$ cat config.mk
export PLATFORM = sky130hd
export DESIGN_NAME = afx_exec
export DESIGN_NICKNAME = d
export VERILOG_FILES = /design/src/afx_pkg.sv /design/src/afx_exec.sv
export SDC_FILE = /design/constraint.sdc
export NUM_CORES = 1
export LEC_CHECK = 0
export BUFFER_PORTS_ARGS = -buffer_cell sky130_fd_sc_hd__buf_2
export CORE_UTILIZATION = 40
export CTS_CLUSTER_SIZE = 30
export DETAILED_ROUTE_END_ITERATION = 16
export PLACE_DENSITY_LB_ADDON = 0.12
export SKIP_LAST_GASP = 1
export SLEW_MARGIN = 20
export SYNTH_ARGS = -nofsm -noshare
export SYNTH_HDL_FRONTEND = slang
export SYNTH_SLANG_ARGS = --single-unit
$ cat constraint.sdc
create_clock -name clk -period 8.41 [get_ports clk]
set_input_delay 2.523 -clock clk [delete_from_list [all_inputs] [get_ports clk]]
set_output_delay 2.523 -clock clk [all_outputs]
set_load 0.005 [all_outputs]
$ cat src/afx_pkg.sv
package afx_pkg;
    // operation codes presented on the command port
    typedef enum logic [5:0] {
        AFX_ADD, AFX_ADC, AFX_WORD_IMMEDIATE_SUM, AFX_SUB, AFX_DIFFERENCE_LITERAL,
        AFX_DIFFERENCE_WITH_BORROW, AFX_LITERAL_DIFFERENCE_BORROW,
        AFX_WORD_IMMEDIATE_DIFFERENCE, AFX_AND, AFX_CONJUNCTION_LITERAL, AFX_OR,
        AFX_DISJUNCTION_LITERAL, AFX_EXCLUSIVE_DISJUNCTION, AFX_COM, AFX_TWOS_INVERSE,
        AFX_BIT_SET_MASK, AFX_BIT_CLEAR_MASK, AFX_INC, AFX_STEP_DOWN,
        AFX_ZERO_SIGN_CHECK, AFX_ZERO_FILL, AFX_ALL_ONES_FILL, AFX_RELATIVE_GOTO,
        AFX_POINTER_GOTO, AFX_RELATIVE_SUBROUTINE_ENTRY, AFX_POINTER_SUBROUTINE_ENTRY,
        AFX_SUBROUTINE_EXIT, AFX_INTERRUPT_EXIT, AFX_EQUAL_SKIP_CHECK, AFX_CP,
        AFX_COMPARE_WITH_BORROW, AFX_COMPARE_LITERAL, AFX_NOP
    } afx_op_t;

    // status register bit positions
    localparam int AFX_FLAG_C = 0;
    localparam int AFX_FLAG_Z = 1;
    localparam int AFX_FLAG_N = 2;
    localparam int AFX_FLAG_V = 3;
    localparam int AFX_FLAG_S = 4;
    localparam int AFX_FLAG_H = 5;
    localparam int AFX_FLAG_I = 7;

    // constants and cycle counts
    localparam logic [7:0] AFX_ALL_ONES = 8'hFF;
    localparam logic [7:0] AFX_ZERO_BYTE = 8'h00;
    localparam logic [7:0] AFX_SREG_RESET = 8'h00;
    localparam logic [15:0] AFX_PC_RESET = 16'h0000;
    localparam logic [2:0] AFX_CYC_ONE = 3'h1;
    localparam logic [2:0] AFX_CYC_WORD = 3'h2;
    localparam logic [2:0] AFX_CYC_JUMP = 3'h2;
    localparam logic [2:0] AFX_CYC_CALL = 3'h3;
    localparam logic [2:0] AFX_CYC_RET = 3'h4;
    localparam logic [15:0] AFX_SKIP_SHORT = 16'h0002;
    localparam logic [15:0] AFX_SKIP_LONG = 16'h0003;

    // one instruction as presented to the block
    typedef struct packed {
        afx_op_t op;
        logic [7:0] dst;
        logic [7:0] src;
        logic [7:0] imm;
        logic [15:0] pair;
        logic [11:0] offset;
        logic [15:0] pointer;
        logic [15:0] stack_pc;
        logic next_is_long;
    } afx_cmd_t;

    // outcome of one instruction
    typedef struct packed {
        logic [7:0] result;
        logic result_we;
        logic [15:0] pair_result;
        logic pair_we;
        logic [15:0] pc;
        logic push;
        logic pop;
    } afx_res_t;
endpackage

$ cat src/afx_exec.sv
`timescale 1ns/1ns
module afx_exec (
    // clock and reset
    input wire logic clk,
    input wire logic sys_rst,
    // command side
    input wire logic cmd_valid,
    input wire afx_pkg::afx_cmd_t cmd,
    output logic cmd_ready,
    // results
    output logic res_valid,
    output afx_pkg::afx_res_t res,
    output logic [7:0] sreg,
    output logic [15:0] pc
);
    // byte add with carry in; returns {h, c, sum}
    function automatic logic [9:0] afx_add8(input logic [7:0] a, input logic [7:0] b,
                                            input logic ci);
        logic [8:0] s;
        logic [4:0] lo;
        s = {1'b0, a} + {1'b0, b} + {8'h00, ci};
        lo = {1'b0, a[3:0]} + {1'b0, b[3:0]} + {4'h0, ci};
        return {lo[4], s[8], s[7:0]};
    endfunction

    // byte subtract with borrow in; returns {h, c, diff}
    function automatic logic [9:0] afx_sub8(input logic [7:0] a, input logic [7:0] b,
                                            input logic bi);
        logic [8:0] d;
        logic [4:0] lo;
        d = {1'b0, a} - {1'b0, b} - {8'h00, bi};
        lo = {1'b0, a[3:0]} - {1'b0, b[3:0]} - {4'h0, bi};
        return {lo[4], d[8], d[7:0]};
    endfunction

    logic [7:0] sreg_r, sreg_nxt;
    logic [15:0] pc_r, pc_nxt;
    logic [2:0] cnt_r, cnt_nxt;
    logic busy_r;
    afx_pkg::afx_res_t res_r, res_nxt;
    logic res_valid_r;

    wire logic c_in = sreg_r[afx_pkg::AFX_FLAG_C];
    wire logic [7:0] d = cmd.dst;
    wire logic [7:0] r = cmd.src;
    wire logic [7:0] k = cmd.imm;
    wire logic [15:0] sext_off = {{4{cmd.offset[11]}}, cmd.offset};
    wire logic [15:0] rel_target = pc_r + sext_off + 16'h0001;
    wire logic [15:0] seq_pc = pc_r + 16'h0001;
    wire logic [16:0] word_sum = {1'b0, cmd.pair} + {11'h000, k[5:0]};
    wire logic [16:0] word_dif = {1'b0, cmd.pair} - {11'h000, k[5:0]};
    wire logic take = cmd_valid && cmd_ready;
    // subtract operands as the overflow sees them; twos inverse is zero minus d
    wire logic neg_op = (cmd.op == afx_pkg::AFX_TWOS_INVERSE);
    wire logic lit_op = (cmd.op == afx_pkg::AFX_DIFFERENCE_LITERAL) ||
                        (cmd.op == afx_pkg::AFX_LITERAL_DIFFERENCE_BORROW) ||
                        (cmd.op == afx_pkg::AFX_COMPARE_LITERAL);
    wire logic [7:0] sub_a = neg_op ? afx_pkg::AFX_ZERO_BYTE : d;
    wire logic [7:0] sub_b = neg_op ? d : (lit_op ? k : r);

    assign cmd_ready = !busy_r;

    // decode: result, flags, pc and cycle count for the accepted instruction
    always_comb begin
        logic [9:0] ar;
        logic [7:0] lr;
        logic arith, logic_op, sub_op, word_op, keepz;
        logic [15:0] wr;
        ar = 10'h000;
        lr = 8'h00;
        arith = 1'b0;
        logic_op = 1'b0;
        sub_op = 1'b0;
        word_op = 1'b0;
        keepz = 1'b0;
        wr = 16'h0000;
        sreg_nxt = sreg_r;
        res_nxt = '0;
        res_nxt.pc = seq_pc;
        cnt_nxt = afx_pkg::AFX_CYC_ONE;
        case (cmd.op)
            afx_pkg::AFX_ADD: begin
                ar = afx_add8(d, r, 1'b0);
                arith = 1'b1;
            end
            afx_pkg::AFX_ADC: begin
                ar = afx_add8(d, r, c_in);
                arith = 1'b1;
            end
            afx_pkg::AFX_SUB: begin
                ar = afx_sub8(d, r, 1'b0);
                arith = 1'b1;
                sub_op = 1'b1;
            end
            afx_pkg::AFX_DIFFERENCE_LITERAL: begin
                ar = afx_sub8(d, k, 1'b0);
                arith = 1'b1;
                sub_op = 1'b1;
            end
            afx_pkg::AFX_DIFFERENCE_WITH_BORROW: begin
                ar = afx_sub8(d, r, c_in);
                arith = 1'b1;
                sub_op = 1'b1;
                keepz = 1'b1;
            end
            afx_pkg::AFX_LITERAL_DIFFERENCE_BORROW: begin
                ar = afx_sub8(d, k, c_in);
                arith = 1'b1;
                sub_op = 1'b1;
                keepz = 1'b1;
            end
            afx_pkg::AFX_TWOS_INVERSE: begin
                ar = afx_sub8(afx_pkg::AFX_ZERO_BYTE, d, 1'b0);
                arith = 1'b1;
                sub_op = 1'b1;
            end
            afx_pkg::AFX_CP: begin
                ar = afx_sub8(d, r, 1'b0);
                arith = 1'b1;
                sub_op = 1'b1;
            end
            afx_pkg::AFX_COMPARE_WITH_BORROW: begin
                ar = afx_sub8(d, r, c_in);
                arith = 1'b1;
                sub_op = 1'b1;
                keepz = 1'b1;
            end
            afx_pkg::AFX_COMPARE_LITERAL: begin
                ar = afx_sub8(d, k, 1'b0);
                arith = 1'b1;
                sub_op = 1'b1;
            end
            afx_pkg::AFX_AND: begin
                lr = d & r;
                logic_op = 1'b1;
            end
            afx_pkg::AFX_CONJUNCTION_LITERAL: begin
                lr = d & k;
                logic_op = 1'b1;
            end
            afx_pkg::AFX_OR: begin
                lr = d | r;
                logic_op = 1'b1;
            end
            afx_pkg::AFX_DISJUNCTION_LITERAL, afx_pkg::AFX_BIT_SET_MASK: begin
                lr = d | k;
                logic_op = 1'b1;
            end
            afx_pkg::AFX_EXCLUSIVE_DISJUNCTION, afx_pkg::AFX_ZERO_FILL: begin
                lr = (cmd.op == afx_pkg::AFX_ZERO_FILL) ? (d ^ d) : (d ^ r);
                logic_op = 1'b1;
            end
            afx_pkg::AFX_BIT_CLEAR_MASK: begin
                lr = d & (afx_pkg::AFX_ALL_ONES - k);
                logic_op = 1'b1;
            end
            afx_pkg::AFX_ZERO_SIGN_CHECK: begin
                lr = d & d;
                logic_op = 1'b1;
            end
            afx_pkg::AFX_INC, afx_pkg::AFX_STEP_DOWN: begin
                // overflow only at the signed wrap point
                lr = (cmd.op == afx_pkg::AFX_INC) ? d + 8'h01 : d - 8'h01;
                res_nxt.result = lr;
                res_nxt.result_we = 1'b1;
                sreg_nxt[afx_pkg::AFX_FLAG_Z] = (lr == 8'h00);
                sreg_nxt[afx_pkg::AFX_FLAG_N] = lr[7];
                sreg_nxt[afx_pkg::AFX_FLAG_V] = (cmd.op == afx_pkg::AFX_INC) ?
                    (d == 8'h7F) : (d == 8'h80);
            end
            afx_pkg::AFX_COM: begin
                lr = afx_pkg::AFX_ALL_ONES - d;
                res_nxt.result = lr;
                res_nxt.result_we = 1'b1;
                sreg_nxt[afx_pkg::AFX_FLAG_Z] = (lr == 8'h00);
                sreg_nxt[afx_pkg::AFX_FLAG_C] = 1'b1;
                sreg_nxt[afx_pkg::AFX_FLAG_N] = lr[7];
                sreg_nxt[afx_pkg::AFX_FLAG_V] = 1'b0;
            end
            afx_pkg::AFX_ALL_ONES_FILL: begin
                res_nxt.result = afx_pkg::AFX_ALL_ONES;
                res_nxt.result_we = 1'b1;
            end
            afx_pkg::AFX_WORD_IMMEDIATE_SUM: begin
                wr = word_sum[15:0];
                word_op = 1'b1;
                sreg_nxt[afx_pkg::AFX_FLAG_C] = word_sum[16];
                sreg_nxt[afx_pkg::AFX_FLAG_V] = !cmd.pair[15] && wr[15];
            end
            afx_pkg::AFX_WORD_IMMEDIATE_DIFFERENCE: begin
                wr = word_dif[15:0];
                word_op = 1'b1;
                sreg_nxt[afx_pkg::AFX_FLAG_C] = word_dif[16];
                sreg_nxt[afx_pkg::AFX_FLAG_V] = cmd.pair[15] && !wr[15];
            end
            afx_pkg::AFX_RELATIVE_GOTO: begin
                res_nxt.pc = rel_target;
                cnt_nxt = afx_pkg::AFX_CYC_JUMP;
            end
            afx_pkg::AFX_POINTER_GOTO: begin
                res_nxt.pc = cmd.pointer;
                cnt_nxt = afx_pkg::AFX_CYC_JUMP;
            end
            afx_pkg::AFX_RELATIVE_SUBROUTINE_ENTRY: begin
                res_nxt.pc = rel_target;
                res_nxt.push = 1'b1;
                cnt_nxt = afx_pkg::AFX_CYC_CALL;
            end
            afx_pkg::AFX_POINTER_SUBROUTINE_ENTRY: begin
                res_nxt.pc = cmd.pointer;
                res_nxt.push = 1'b1;
                cnt_nxt = afx_pkg::AFX_CYC_CALL;
            end
            afx_pkg::AFX_SUBROUTINE_EXIT, afx_pkg::AFX_INTERRUPT_EXIT: begin
                res_nxt.pc = cmd.stack_pc;
                res_nxt.pop = 1'b1;
                cnt_nxt = afx_pkg::AFX_CYC_RET;
                if (cmd.op == afx_pkg::AFX_INTERRUPT_EXIT) begin
                    sreg_nxt[afx_pkg::AFX_FLAG_I] = 1'b1;
                end
            end
            afx_pkg::AFX_EQUAL_SKIP_CHECK: begin
                // cycles are 1 + skipped words
                if (d == r) begin
                    res_nxt.pc = pc_r + (cmd.next_is_long ? afx_pkg::AFX_SKIP_LONG :
                                                            afx_pkg::AFX_SKIP_SHORT);
                    cnt_nxt = cmd.next_is_long ? afx_pkg::AFX_CYC_CALL :
                                                 afx_pkg::AFX_CYC_WORD;
                end
            end
            default: begin
                res_nxt.pc = seq_pc;
            end
        endcase
        // shared flag logic for byte arithmetic
        if (arith) begin
            res_nxt.result = ar[7:0];
            res_nxt.result_we = (cmd.op != afx_pkg::AFX_CP) &&
                                (cmd.op != afx_pkg::AFX_COMPARE_WITH_BORROW) &&
                                (cmd.op != afx_pkg::AFX_COMPARE_LITERAL);
            sreg_nxt[afx_pkg::AFX_FLAG_C] = ar[8];
            sreg_nxt[afx_pkg::AFX_FLAG_H] = ar[9];
            sreg_nxt[afx_pkg::AFX_FLAG_N] = ar[7];
            // borrow forms keep zero sticky so multi-byte compares chain
            sreg_nxt[afx_pkg::AFX_FLAG_Z] = (ar[7:0] == 8'h00) &&
                (!keepz || sreg_r[afx_pkg::AFX_FLAG_Z]);
            // signed overflow: result leaves sub_a's sign while operand signs differ for subtracts, d's sign while they match for adds
            sreg_nxt[afx_pkg::AFX_FLAG_V] = sub_op ?
                ((sub_a[7] != sub_b[7]) && (ar[7] != sub_a[7])) :
                ((d[7] == r[7]) && (ar[7] != d[7]));
        end
        if (logic_op) begin
            res_nxt.result = lr;
            res_nxt.result_we = 1'b1;
            sreg_nxt[afx_pkg::AFX_FLAG_Z] = (lr == 8'h00);
            sreg_nxt[afx_pkg::AFX_FLAG_N] = lr[7];
            sreg_nxt[afx_pkg::AFX_FLAG_V] = 1'b0;
        end
        if (word_op) begin
            res_nxt.pair_result = wr;
            res_nxt.pair_we = 1'b1;
            sreg_nxt[afx_pkg::AFX_FLAG_Z] = (wr == 16'h0000);
            sreg_nxt[afx_pkg::AFX_FLAG_N] = wr[15];
            sreg_nxt[afx_pkg::AFX_FLAG_S] = wr[15] ^ sreg_nxt[afx_pkg::AFX_FLAG_V];
            cnt_nxt = afx_pkg::AFX_CYC_WORD;
        end
        pc_nxt = res_nxt.pc;
    end

    // busy counter holds off new work for multi-cycle instructions
    always_ff @(posedge clk) begin
        if (sys_rst) begin
            busy_r <= 1'b0;
            cnt_r <= 3'h0;
        end else if (take) begin
            busy_r <= (cnt_nxt != afx_pkg::AFX_CYC_ONE);
            cnt_r <= cnt_nxt - 3'h1;
        end else if (busy_r) begin
            busy_r <= (cnt_r != 3'h1);
            cnt_r <= cnt_r - 3'h1;
        end
    end

    // architectural state and result capture at issue
    always_ff @(posedge clk) begin
        if (sys_rst) begin
            sreg_r <= afx_pkg::AFX_SREG_RESET;
            pc_r <= afx_pkg::AFX_PC_RESET;
            res_r <= '0;
            res_valid_r <= 1'b0;
        end else begin
            res_valid_r <= take && (cnt_nxt == afx_pkg::AFX_CYC_ONE) ||
                           busy_r && (cnt_r == 3'h1);
            if (take) begin
                sreg_r <= sreg_nxt;
                pc_r <= pc_nxt;
                res_r <= res_nxt;
            end
        end
    end

    assign res_valid = res_valid_r;
    assign res = res_r;
    assign sreg = sreg_r;
    assign pc = pc_r;
endmodule

After elaboration in Yosys (flattened, before gate mapping)
Index checks and enable logic that the tools add are counted.
{"block": "totals", "ff_bits": 56, "inputBits": 94, "output_inout_bits": 70, "word_cells": 182}
{"block": "classes", "n_addsub": 26, "n_eq_ne": 45, "mux": 38, "n_bitwise": 9, "reduce_logical": 48}
{"cell": "6-bit by 5-bit equality test with 1-bit output, second input constant", "n": 16}
{"cell": "8-bit one-hot mux with 9 select lines", "n": 1}
{"cell": "10-bit one-hot mux with 7 select lines", "n": 1}
{"cell": "16-bit one-hot mux with 4 select lines", "n": 1}
{"cell": "6-bit by 4-bit equality test with 1-bit output, second input constant", "n": 8}
{"cell": "8-bit 2-to-1 mux", "n": 5}
{"cell": "16-bit by 1-bit adder with 16-bit output, second input constant", "n": 2}
{"cell": "8-bit bitwise AND", "n": 4}
{"cell": "8-bit zero test", "n": 4}
{"cell": "16-bit one-hot mux with 2 select lines", "n": 1}
{"cell": "9-bit one-hot mux with 3 select lines", "n": 1}
{"cell": "6-bit by 3-bit equality test with 1-bit output, second input constant", "n": 4}
{"cell": "2-bit OR reduction", "n": 12}
{"cell": "9-bit 2-to-1 mux", "n": 2}
{"cell": "6-bit by 5-bit inequality test with 1-bit output, second input constant", "n": 3}
{"cell": "8-bit by 8-bit subtractor with 9-bit output", "n": 2}
{"cell": "9-bit by 1-bit subtractor with 9-bit output", "n": 2}
{"cell": "16-bit by 6-bit adder with 17-bit output", "n": 1}
{"cell": "17-bit 2-to-1 mux", "n": 1}
{"cell": "16-bit by 6-bit subtractor with 17-bit output", "n": 1}
{"cell": "16-bit adder", "n": 1}
{"cell": "16-bit by 2-bit adder with 16-bit output", "n": 1}
{"cell": "16-bit zero test", "n": 1}
{"cell": "16-bit 2-to-1 mux", "n": 1}
{"cell": "other kinds (45)", "n": 90}

Longest topological paths before layout
Gate-level depths: netlist of run 1.
{"block": "logic_depth", "depth_word": 11, "ltp_mapped": 18, "ltp_nobuf": 18}

Worst setup path after synthesis of run 1
No wires, ideal clock.
{"block": "synth_path", "kind": "input -> register", "startpoint": "input cmd[62] in the netlist's numbering", "endpoint": "register sreg_r[1], in the netlist sreg[1]", "setup_time_ns": 0.057, "arrival_ns": 5.854, "required_ns": 8.353, "path_slack_ns": 2.498, "stages": 18, "n_path_buf": 0, "path_cell_list": "inv_1 -> ha_1 -> nor2b_1 -> o21ai_0 -> a21boi_0 -> o21a_1 -> o21ai_0 -> and4_1 -> and3_1 -> ha_1 -> a21oi_1 -> nand4_1 -> or4_1 -> a21oi_1 -> nand4_1 -> or4_1 -> o32ai_1 -> a21o_1"}
{"block": "synth_between", "elab_chain_cells": 8, "word_cells_on_any_way": 18, "classes_between": "add/sub (5); mux (6); bitwise (3); reduce/logical (4)"}
{"element": "start, declared", "line_no": "afx_exec.sv:8", "rtl": "input wire afx_pkg::afx_cmd_t cmd,"}
{"element": "8-bit by 8-bit subtractor with 9-bit output", "line_no": "afx_exec.sv:31", "rtl": "d = {1'b0, a} - {1'b0, b} - {8'h00, bi};"}
{"element": "9-bit by 1-bit subtractor with 9-bit output", "line_no": "afx_exec.sv:31"}
{"element": "10-bit one-hot mux with 7 select lines", "line_no": "afx_exec.sv:81", "rtl": "case (cmd.op)"}
{"element": "8-bit zero test", "line_no": "afx_exec.sv:245", "rtl": "sreg_nxt[afx_pkg::AFX_FLAG_Z] = (ar[7:0] == 8'h00) &&"}
{"element": "1-bit logical AND", "line_no": "afx_exec.sv:245"}
{"element": "4-bit 2-to-1 mux", "line_no": "afx_exec.sv:236", "rtl": "if (arith) begin"}
{"element": "3-bit 2-to-1 mux", "line_no": "afx_exec.sv:252", "rtl": "if (logic_op) begin"}
{"element": "2-bit 2-to-1 mux *", "line_no": "afx_exec.sv:259", "rtl": "if (word_op) begin"}
{"element": "end signal, assigned", "line_no": "afx_exec.sv:287", "rtl": "sreg_r <= afx_pkg::AFX_SREG_RESET;"}
{"element": "end signal, assigned", "line_no": "afx_exec.sv:295", "rtl": "sreg_r <= sreg_nxt;"}
{"element": "end, declared", "line_no": "afx_exec.sv:36", "rtl": "logic [7:0] sreg_r, sreg_nxt;"}
Mark *: on every way between the ends. The rest lies on a longest branch, timed or not.
A chain may end at the register's enable or synchronous reset.

Worst setup path in the final report of run 1
{"block": "layout_path", "startpoint": "input cmd[85] in the netlist's numbering", "endpoint": "register sreg_r[1], in the netlist sreg[1]"}
{"block": "layout_between", "elab_chain_cells": 9, "word_cells_on_any_way": 56, "classes_between": "eq/ne (23); mux (13); reduce/logical (20)"}
{"element": "branches (longest 9 deep; another with 10-bit one-hot mux with 7 select lines)"}
Parallel ways; which one is timed is not known.

==> results by stage, run 1 <==
Status:
- The flow ran to the end, and the final reports show no timing, DRC or antenna violations.

CTS:
- Clock latency on the worst-skew pair, taken at its later pin, is 0.30 ns.
- TritonCTS created 5 clock buffers.
- Counting along the longest clock path gives a buffer depth of 2.
- The total of cells resized after clock tree synthesis is 0.
- The number of buffers added to fix hold violations after cts is 0.
- The number of buffers inserted by post-CTS setup repair is 0.
- The TritonCTS clock tree is done.
- CTS built an H-tree with a depth of 2.
- The root buffer cell is sky130_fd_sc_hd__clkbuf_16.
- The clock transition at the register clock pins on the worst setup and hold paths after CTS is 0.08 ns.
- The CTS sink count is 56.

Yosys:
- Counting every instance in the synthesized netlist gives 1234.
- The synthesized design devotes to its leading area cell type between 10% and 20% of total area.
- The mapped netlist covers approximately 8500 um2.
- Sequential cells were found to cover 13.2% of the synthesized design area.
- The number of synthesized register bits is between 50 and 60.
- The cell type contributing the most total cell area after synthesis is sky130_fd_sc_hd__dfxtp_1.
- Ranked by total cell area, the synthesized netlist is headed by sky130_fd_sc_hd__dfxtp_1 (13%), sky130_fd_sc_hd__ha_1 (11%), sky130_fd_sc_hd__a21oi_1 (5.9%), sky130_fd_sc_hd__nand2_1 (5.5%), sky130_fd_sc_hd__nor2_1 (5.2%).
- In the synthesized netlist the async set-or-reset flop fraction comes to 0%.
- Counting flops with a built-in enable in the synthesized netlist gives 0.
- The number of synthesis warnings is 0.
- The post-synth net total is between 1k and 1.5k.
- After synthesis, the netlist uses 86 different library cells.
- For this run, the leading register cell type out of synthesis is sky130_fd_sc_hd__dfxtp_1.
- The mean instance size in the synthesized netlist is slightly below 7 um2.

STA:
- The clock arrives with 0.00566 ns of skew.
- The final hold violation count was 0.
- The final count of negative-setup-slack endpoints is 0.
- For the pin with the worst max-slew slack, the measured transition is 1.18 ns.
- Dividing the final minimum period by the clock period gives 75.3%.
- Setup repair after global routing left no endpoint under its margin.
- The worst-case headroom to the max-slew limit is between 20% and 30%.
- For the final routed database, the setup TNS stands at 0 ns.
- Timing would allow up to 0.158 GHz.
- The number of pins exceeding their max-slew limit in the final report was 0.
- The minimum clock period after layout is 6.33 ns.

GRT:
- The first global-routing pass estimated 51.7 mm of wire.
- The via count of the first global-routing pass is 9027.
- Global routing finished with a remaining overflow of 0.
- The initial antenna violation count is 0.
- The maximum number of pins on one net before global-route repair is 57.
- Global routing used 30.5% of the available tracks across all layers.

Setup path:
- The family with the most delay on the worst path is simple AND/OR/NAND/NOR gates.
- Measured in cells, the most critical reg-to-reg path has a length of 14.
- At the worst endpoint, the required time is approximately 8.7 ns.
- In this run the worst path has a maximum fanout of 38.
- In this run the critical register-to-register path is launched from res[2].
- Setup slack on the worst reg-to-reg path comes out at 4.97 ns.
- The critical path goes through buf_2 -> nor2b_1 -> nand2_1 -> ha_1 -> nor2b_1 -> o21ai_0 -> nand2b_1 -> xnor2_1 -> o22ai_1 -> a2111o_1 -> nor4_1 -> and3_1 -> a31oi_1 -> o32ai_1 -> a21o_1.
- The number of buffers and inverters on the critical path is 1.
- In this design, the stage delay of the slowest critical-path cell is roughly 0.60 ns.
- The terminus of the critical flop-to-flop path is res[16].
- The cell at the slowest stage of the critical path is sky130_fd_sc_hd__buf_2.
- The arrival time at the worst endpoint is 6.58 ns.
- In this design, the critical path's most frequently occurring cell is sky130_fd_sc_hd__nor2b_1.
- The worst setup path is launched from an input pin.
- The setup path with the least slack is of type in2reg.
- The nature of the critical path endpoint is a flip-flop.

Floorplanning:
- The die outline area is around 22000 um2.
- The starting density of the core is 41.4%.
- The core region is 20600 um2.
- 164 I/O pins were placed.
- Measured along the x axis, the die boundary spans 148 um.
- The die span in y is 148 um.
- The number of placement rows is 52.

Placed design:
- After legalization and detailed placement, the total HPWL measured 26.0 mm.
- In this run the tool buffered the top-level ports with 162 buffer cells.
- The number of placed cells counting well taps is 1593.
- The congestion estimate from routability-driven global placement came to 1.00.

Layout:
- In the layout the commonest cells are sky130_fd_sc_hd__buf_2 (162), sky130_fd_sc_hd__nand2_1 (123), sky130_fd_sc_hd__nor2_1 (117).
- The fraction of final layout cells with drive strength greater than 1 is between 10% and 20%.
- The library cell used most frequently in the layout, excluding fill and tap cells, is sky130_fd_sc_hd__buf_2.
- The repair_antennas step left the layout with diodes totalling 0.
- The count of fill cells added during filler insertion is 2241.
- The synthesis-to-finish area growth is 11.9%.
- For this run, the number of standard cells in the final layout without fillers is 1601.
- For this run, the post-layout net count is 1504.
- The utilization of the core after routing is between 40% and 50%.

Power:
- Combinational cells account for around 48% of the total power.
- The highest ir drop seen on vdd is 0.0000688 V.
- Cell internal power was estimated by the tool at 0.000579 W.
- Net switching is 42.4% of the power.
- The leakage power figure is between 4 and 5 nW.
- The proportion of power drawn by the clock network is 22.1%.
- The share of total power in sequential cells is 30.3%.
- For this design the ratio of total power to cell area is 106 nW/um2.
- The switching power summed over all nets is approximately 0.00043 W.

Drt:
- Detailed routing inserted a total of 9918 vias.
- Dividing the detail-routed wire length by the instance count gives 21.1 um.
- The number of nets with antenna violations after routing is 0.
- The first-iteration detailed-routing DRC count is 988.
- Before antenna repair, the detailed router went through 5 iterations.
- After detailed routing, the number of remaining DRC violations is 0.
- The wire length after detailed routing is 33.8 mm.
- The via density per instance is 6.19.

Worst hold path:
- The terminating pin of the worst hold path is sreg[4].
- The worst hold path depth is 2.
- The path category of the worst min-delay check is reg2reg.
- The worst hold path begins at sreg[4].

Job:
- The max-capacitance violation count is 0.
-- worst register-to-register path, cell delays in order, from the launching register on --
cell and delay (ns):
sky130_fd_sc_hd__dfxtp_1 0.46, sky130_fd_sc_hd__inv_1 0.14, sky130_fd_sc_hd__ha_1 0.24, sky130_fd_sc_hd__fa_1 0.41
sky130_fd_sc_hd__nor2b_1 0.11, sky130_fd_sc_hd__o21ai_0 0.10, sky130_fd_sc_hd__a21oi_1 0.22, sky130_fd_sc_hd__o21ai_0 0.13
sky130_fd_sc_hd__a21oi_1 0.35, sky130_fd_sc_hd__o2111ai_1 0.19, sky130_fd_sc_hd__a31oi_1 0.30, sky130_fd_sc_hd__a31oi_1 0.15
sky130_fd_sc_hd__xnor2_1 0.16, sky130_fd_sc_hd__a221oi_1 0.27, sky130_fd_sc_hd__nor3_1 0.07
-- Yosys cell counts (28+ instances only) --
| master | instances |
|---|---|
| sky130_fd_sc_hd__clkbuf_1 | 50 |
| sky130_fd_sc_hd__nor2_1 | 117 |
| sky130_fd_sc_hd__nand2_1 | 124 |
| sky130_fd_sc_hd__xor2_1 | 28 |
| sky130_fd_sc_hd__inv_1 | 55 |
| sky130_fd_sc_hd__ha_1 | 73 |
| sky130_fd_sc_hd__dfxtp_1 | 56 |
| sky130_fd_sc_hd__a21oi_1 | 101 |
| sky130_fd_sc_hd__o21ai_0 | 78 |
| sky130_fd_sc_hd__nand3_1 | 46 |
| sky130_fd_sc_hd__nor3_1 | 53 |
| sky130_fd_sc_hd__xnor2_1 | 39 |
-- stage by stage --
step | setup slack (ns) | instance area, um2 | hold WS, ns | power, W
final | 2.08 | 9520 | 0.453 | 0.00100
after detailed placement | 1.80 | 9370 | 0.442 | 0.000778
after global routing | 1.69 | 9520 | 0.474 | 0.00107
after CTS | 2.08 | 9520 | 0.453 | 0.00100
after global placement | 1.96 | 9370 | 0.439 | 0.000779
after floorplan | 2.50 | 8510 | 0.448 | 0.000627
-- worst max-delay path by stage --
stage                  from       to  slack [ns]  cells after the start
finish              cmd[85]  sreg[1]        2.08                     15
global route        cmd[85]  sreg[1]        1.69                     15
CTS                 cmd[62]  sreg[1]        2.08                     19
detailed placement  cmd[62]  sreg[1]        1.80                     19
global placement    cmd[62]  sreg[1]        1.96                     19
floorplan           cmd[62]  sreg[1]        2.50                     18
-- layer usage --
layer | vias to the layer above | track usage (%) | part of all wire, %
met3 | 72 | 5.06 | 8.6
met1 | 4638 | 43.4 | 45
met5 | - | 0 | 0
li1 | 4740 | - | -
met2 | 468 | 45.6 | 42
met4 | 0 | 11.3 | 4.1
-- cell type report --
cell class              instances  area, um2  area share, %
inverters                      55        206           2.17
well taps                     270        338           3.55
multi-input cells            1035       6790           71.2
flip-flops and latches         56       1120           11.8
repair buffers                177        923           9.70
clock inverters                 3       25.0          0.263
clock buffers                   5        125           1.31
-- kinds of logic (layout without fill, tap and decap cells) --
kind of cell	count (synthesis)	after routing	share of synthesized area, %
flip-flops	56	56	13.2
other	1	1	0.0441
multiplexers	17	17	2.10
AND/OR/NAND/NOR	473	473	27.0
AO/OA/AOI/OAI	397	397	31.1
adder cells (fa/ha/maj)	80	80	12.4
buffers and inverters	143	240	7.31
XOR/XNOR	67	67	6.89
-- flip-flops by register name, summed over array words and instances (netlist names) --
name / count
busy_r: 1
res_valid: 1
sreg: 7
res: 44
cnt_r: 3
-- power by group through the flow --
| stage | Sequential, W | Combinational [W] | Clock (W) |
|---|---|---|---|
| finish | 0.000305 | 0.000478 | 0.000222 |
| CTS | 0.000305 | 0.000470 | 0.000228 |
| floorplan | 0.000304 | 0.000323 | 0 |
| global route | 0.000308 | 0.000526 | 0.000241 |
| global placement | 0.000310 | 0.000468 | 0 |
| detailed placement | 0.000311 | 0.000467 | 0 |
Note: power is estimated with default switching activity, not from simulation.
==> run 2: changes to the inputs <==
clock period = 6.6 ns   (was 8.41 ns; I/O delays follow)
==> results by stage, run 2 (same netlist as run 1, synthesis figures left out) <==
Status:
- The run finished with clean final reports.

Worst hold path:
- The startpoint identified for the worst hold timing path is res[33].
- The terminating pin of the worst hold path is res[33].
- The worst hold path was traced through 2 stages.
- In this run the worst hold path is classified as reg2reg.

Power:
- The combinational cell fraction of total power is 47.7%.
- The proportion of power drawn by the clock network is 21.9%.
- The internal power of the cells totals 0.000739 W.
- VDD sags by at most 0.0000852 V.
- Of the total power, the share spent switching nets is between 40% and 50%.
- Of the total power, registers draw a little under a third.
- The total power density per cell area is between 100 and 150 nW/um2.
- The leakage power figure is 4.09 nW.
- The total chip power is 0.00128 W.
- The switching power summed over all nets is ~0.00054 W.

GRT:
- The maximum number of pins on one net before global-route repair is 57.
- The first global-routing pass estimated 50.7 mm of wire.
- The initial antenna violation count is 0.
- Summed over all layers, the global routing overflow is 0.
- Global routing used 29.7% of the available tracks.
- The via count of the first global-routing pass is 8958.

Setup path:
- The depth of the worst register-to-register path is 14.
- STA puts the critical path data arrival time at ~6 ns.
- The largest driver fanout on the critical path is 8.
- The family with the most delay on the worst path is simple AND/OR/NAND/NOR gates.
- The largest stage delay on the critical path is 0.42 ns.
- The startpoint identified for the worst register-to-register timing path is res[2].
- Walking the worst path, the cells encountered are buf_2 -> inv_1 -> ha_1 -> nor2b_1 -> o21ai_0 -> a21boi_0 -> o21a_1 -> o21ai_0 -> and4_1 -> and3_1 -> ha_1 -> a21oi_1 -> nand4_1 -> or4_1 -> a21oi_1 -> nand4_1 -> or4_1 -> o32ai_1 -> a21o_1.
- The slowest stage of the critical path belongs to the cell sky130_fd_sc_hd__or4_1.
- The category of the worst setup path launch point is an input pin.
- The worst path buffer plus inverter count is 2.
- The setup check on the worst reg-to-reg path leaves a slack of ~3.1 ns.
- The terminus of the critical flop-to-flop path is res[16].
- The nature of the critical path endpoint is a flip-flop.
- The required time of the worst setup path is 6.85 ns.
- By startpoint and endpoint, the worst setup path is classified as in2reg.

CTS:
- The TritonCTS buffer count is 5.
- The insertion delay to the later sink of the worst-skew pair is roughly 0.30 ns.
- The root buffer cell is sky130_fd_sc_hd__clkbuf_16.
- The clock transition at the register clock pins on the worst setup and hold paths after CTS is around 0.08 ns.
- In this run, post-CTS hold repair placed 0 buffers.
- The H-tree was split into 2 levels.
- The number of buffers inserted by post-CTS setup repair is 0.
- Post-CTS repair changed the size of 0 cells.
- The tree built by TritonCTS fans out to 56 sinks.
- The TritonCTS clock tree is done.
- The deepest clock path buffer count is 2.

Layout:
- The number of antenna diodes in the final layout is 0.
- The final net count is 1512.
- The synthesis-to-finish area growth is 12.6%.
- In the final layout, the share of cells above drive strength 1 is roughly 17%.
- In the layout the commonest cells are sky130_fd_sc_hd__buf_2 (162), sky130_fd_sc_hd__nand2_1 (123), sky130_fd_sc_hd__nor2_1 (117).
- The library cell used most frequently in the layout, excluding fill and tap cells, is sky130_fd_sc_hd__buf_2.
- The flip-flop count of the largest register after layout is 44.
- Once layout is complete, the utilization of the core stands at 46.6%.

STA:
- Setup total negative slack on the finished layout was measured at 0 ns.
- The final hold violation count is 0.
- The slew at the pin closest to its max-slew limit is 0.957 ns.
- Setup slack on the critical path of the routed design comes to 0.828 ns.
- The final count of negative-setup-slack endpoints is 0.
- The number of pins exceeding their max-slew limit in the final report is 0.
- The maximum frequency from static timing analysis is 0.173 GHz.
- The worst path needs 5.77 ns of the cycle, external delays included.
- Setup repair after global routing left no endpoint under its margin.
- The worst hold-check slack is ~0.45 ns.
- The post-route clock period utilization is 87.5%.
- Clock skew on the completed layout was measured at just under 0.008 ns.
- The worst-case headroom to the max-slew limit is 35.6%.

Drt:
- The first-pass iteration count of the detailed router is 8.
- After the first detailed-routing iteration, the DRC count stood at roughly 860.
- In this run the remaining antenna-violating nets after routing total 0.
- Summed over all layers, the routed wires come to 33.3 mm.
- The total via count in the routed design is 9911.
- The post-detailed-route wirelength per cell is roughly 21 um.
- The via density per instance is approximately 6.2.
- After detailed routing, the number of remaining DRC violations is 0.

Floorplanning:
- In this run the vertical extent of the chip is 148 um.
- The number of placement rows is 52.
- The area of the core is approximately 21000 um2.
- The x dimension of the die is 148 um.
- The die covers ~22000 um2.
- The boundary pin count is 164.
- The starting density of the core is 41.4%.

Placed design:
- Routability-driven placement finished with a final weighted congestion of about 0.97.
- Detailed placement ended at an HPWL of around 26 mm.
- The pre-CTS setup slack is 0.528 ns.
- Buffers placed on the I/O ports in this run total 162.

Job:
- The tool flagged a number of max-cap violations equal to 0.
## run 2: layout make-up
class | instances | area [um2]
multi-input cells | 1035 | 6790
well taps | 270 | 338
clock buffers | 5 | 125
repair buffers | 185 | 983
flip-flops and latches | 56 | 1120
fillers | 2208 | 11000
inverters | 55 | 206
clock inverters | 3 | 22.5
## run 2: power groups by stage
stage | Sequential (W) | Combinational (W) | Clock, W
floorplan | 0.000387 | 0.000412 | 0
global placement | 0.000396 | 0.000597 | 0
detailed placement | 0.000397 | 0.000598 | 0
CTS | 0.000389 | 0.000601 | 0.000284
global route | 0.000393 | 0.000670 | 0.000301
finish | 0.000389 | 0.000610 | 0.000280
## run 2: worst max-delay path by stage
stage	to	from	slack (ns)	cells after the start
after CTS	sreg[1]	cmd[62]	0.82	19
after global placement	sreg[1]	cmd[62]	0.67	19
final	sreg[1]	cmd[62]	0.83	19
after detailed placement	sreg[1]	cmd[62]	0.53	19
after floorplan	sreg[1]	cmd[62]	1.23	18
after global routing	sreg[1]	cmd[62]	0.48	19
## run 2: worst register-to-register path: stages (launching register included)
cell,delay [ns]
sky130_fd_sc_hd__dfxtp_1,0.47
sky130_fd_sc_hd__inv_1,0.15
sky130_fd_sc_hd__ha_1,0.23
sky130_fd_sc_hd__fa_1,0.41
sky130_fd_sc_hd__nor2b_1,0.12
sky130_fd_sc_hd__o21ai_0,0.12
sky130_fd_sc_hd__a21oi_1,0.23
sky130_fd_sc_hd__o21ai_0,0.13
sky130_fd_sc_hd__a21oi_1,0.36
sky130_fd_sc_hd__o2111ai_1,0.19
sky130_fd_sc_hd__a31oi_1,0.28
sky130_fd_sc_hd__a31oi_1,0.15
sky130_fd_sc_hd__xnor2_1,0.16
sky130_fd_sc_hd__a221oi_1,0.27
sky130_fd_sc_hd__nor3_1,0.07
## run 2: metal layers
layer	global-route usage, %	part of all wire [%]	vias up
met4	7.68	2.3	0
met2	45.9	44	450
met1	42.9	46	4647
met5	0	0	-
li1	-	-	4762
met3	4.14	8.0	52
## run 2: per-stage QoR
stage,instance area [um2],instances
global placement,9430,1601
floorplan,8510,1234
detailed placement,9430,1601
finish,9580,1609
CTS,9580,1609
global route,9580,1609
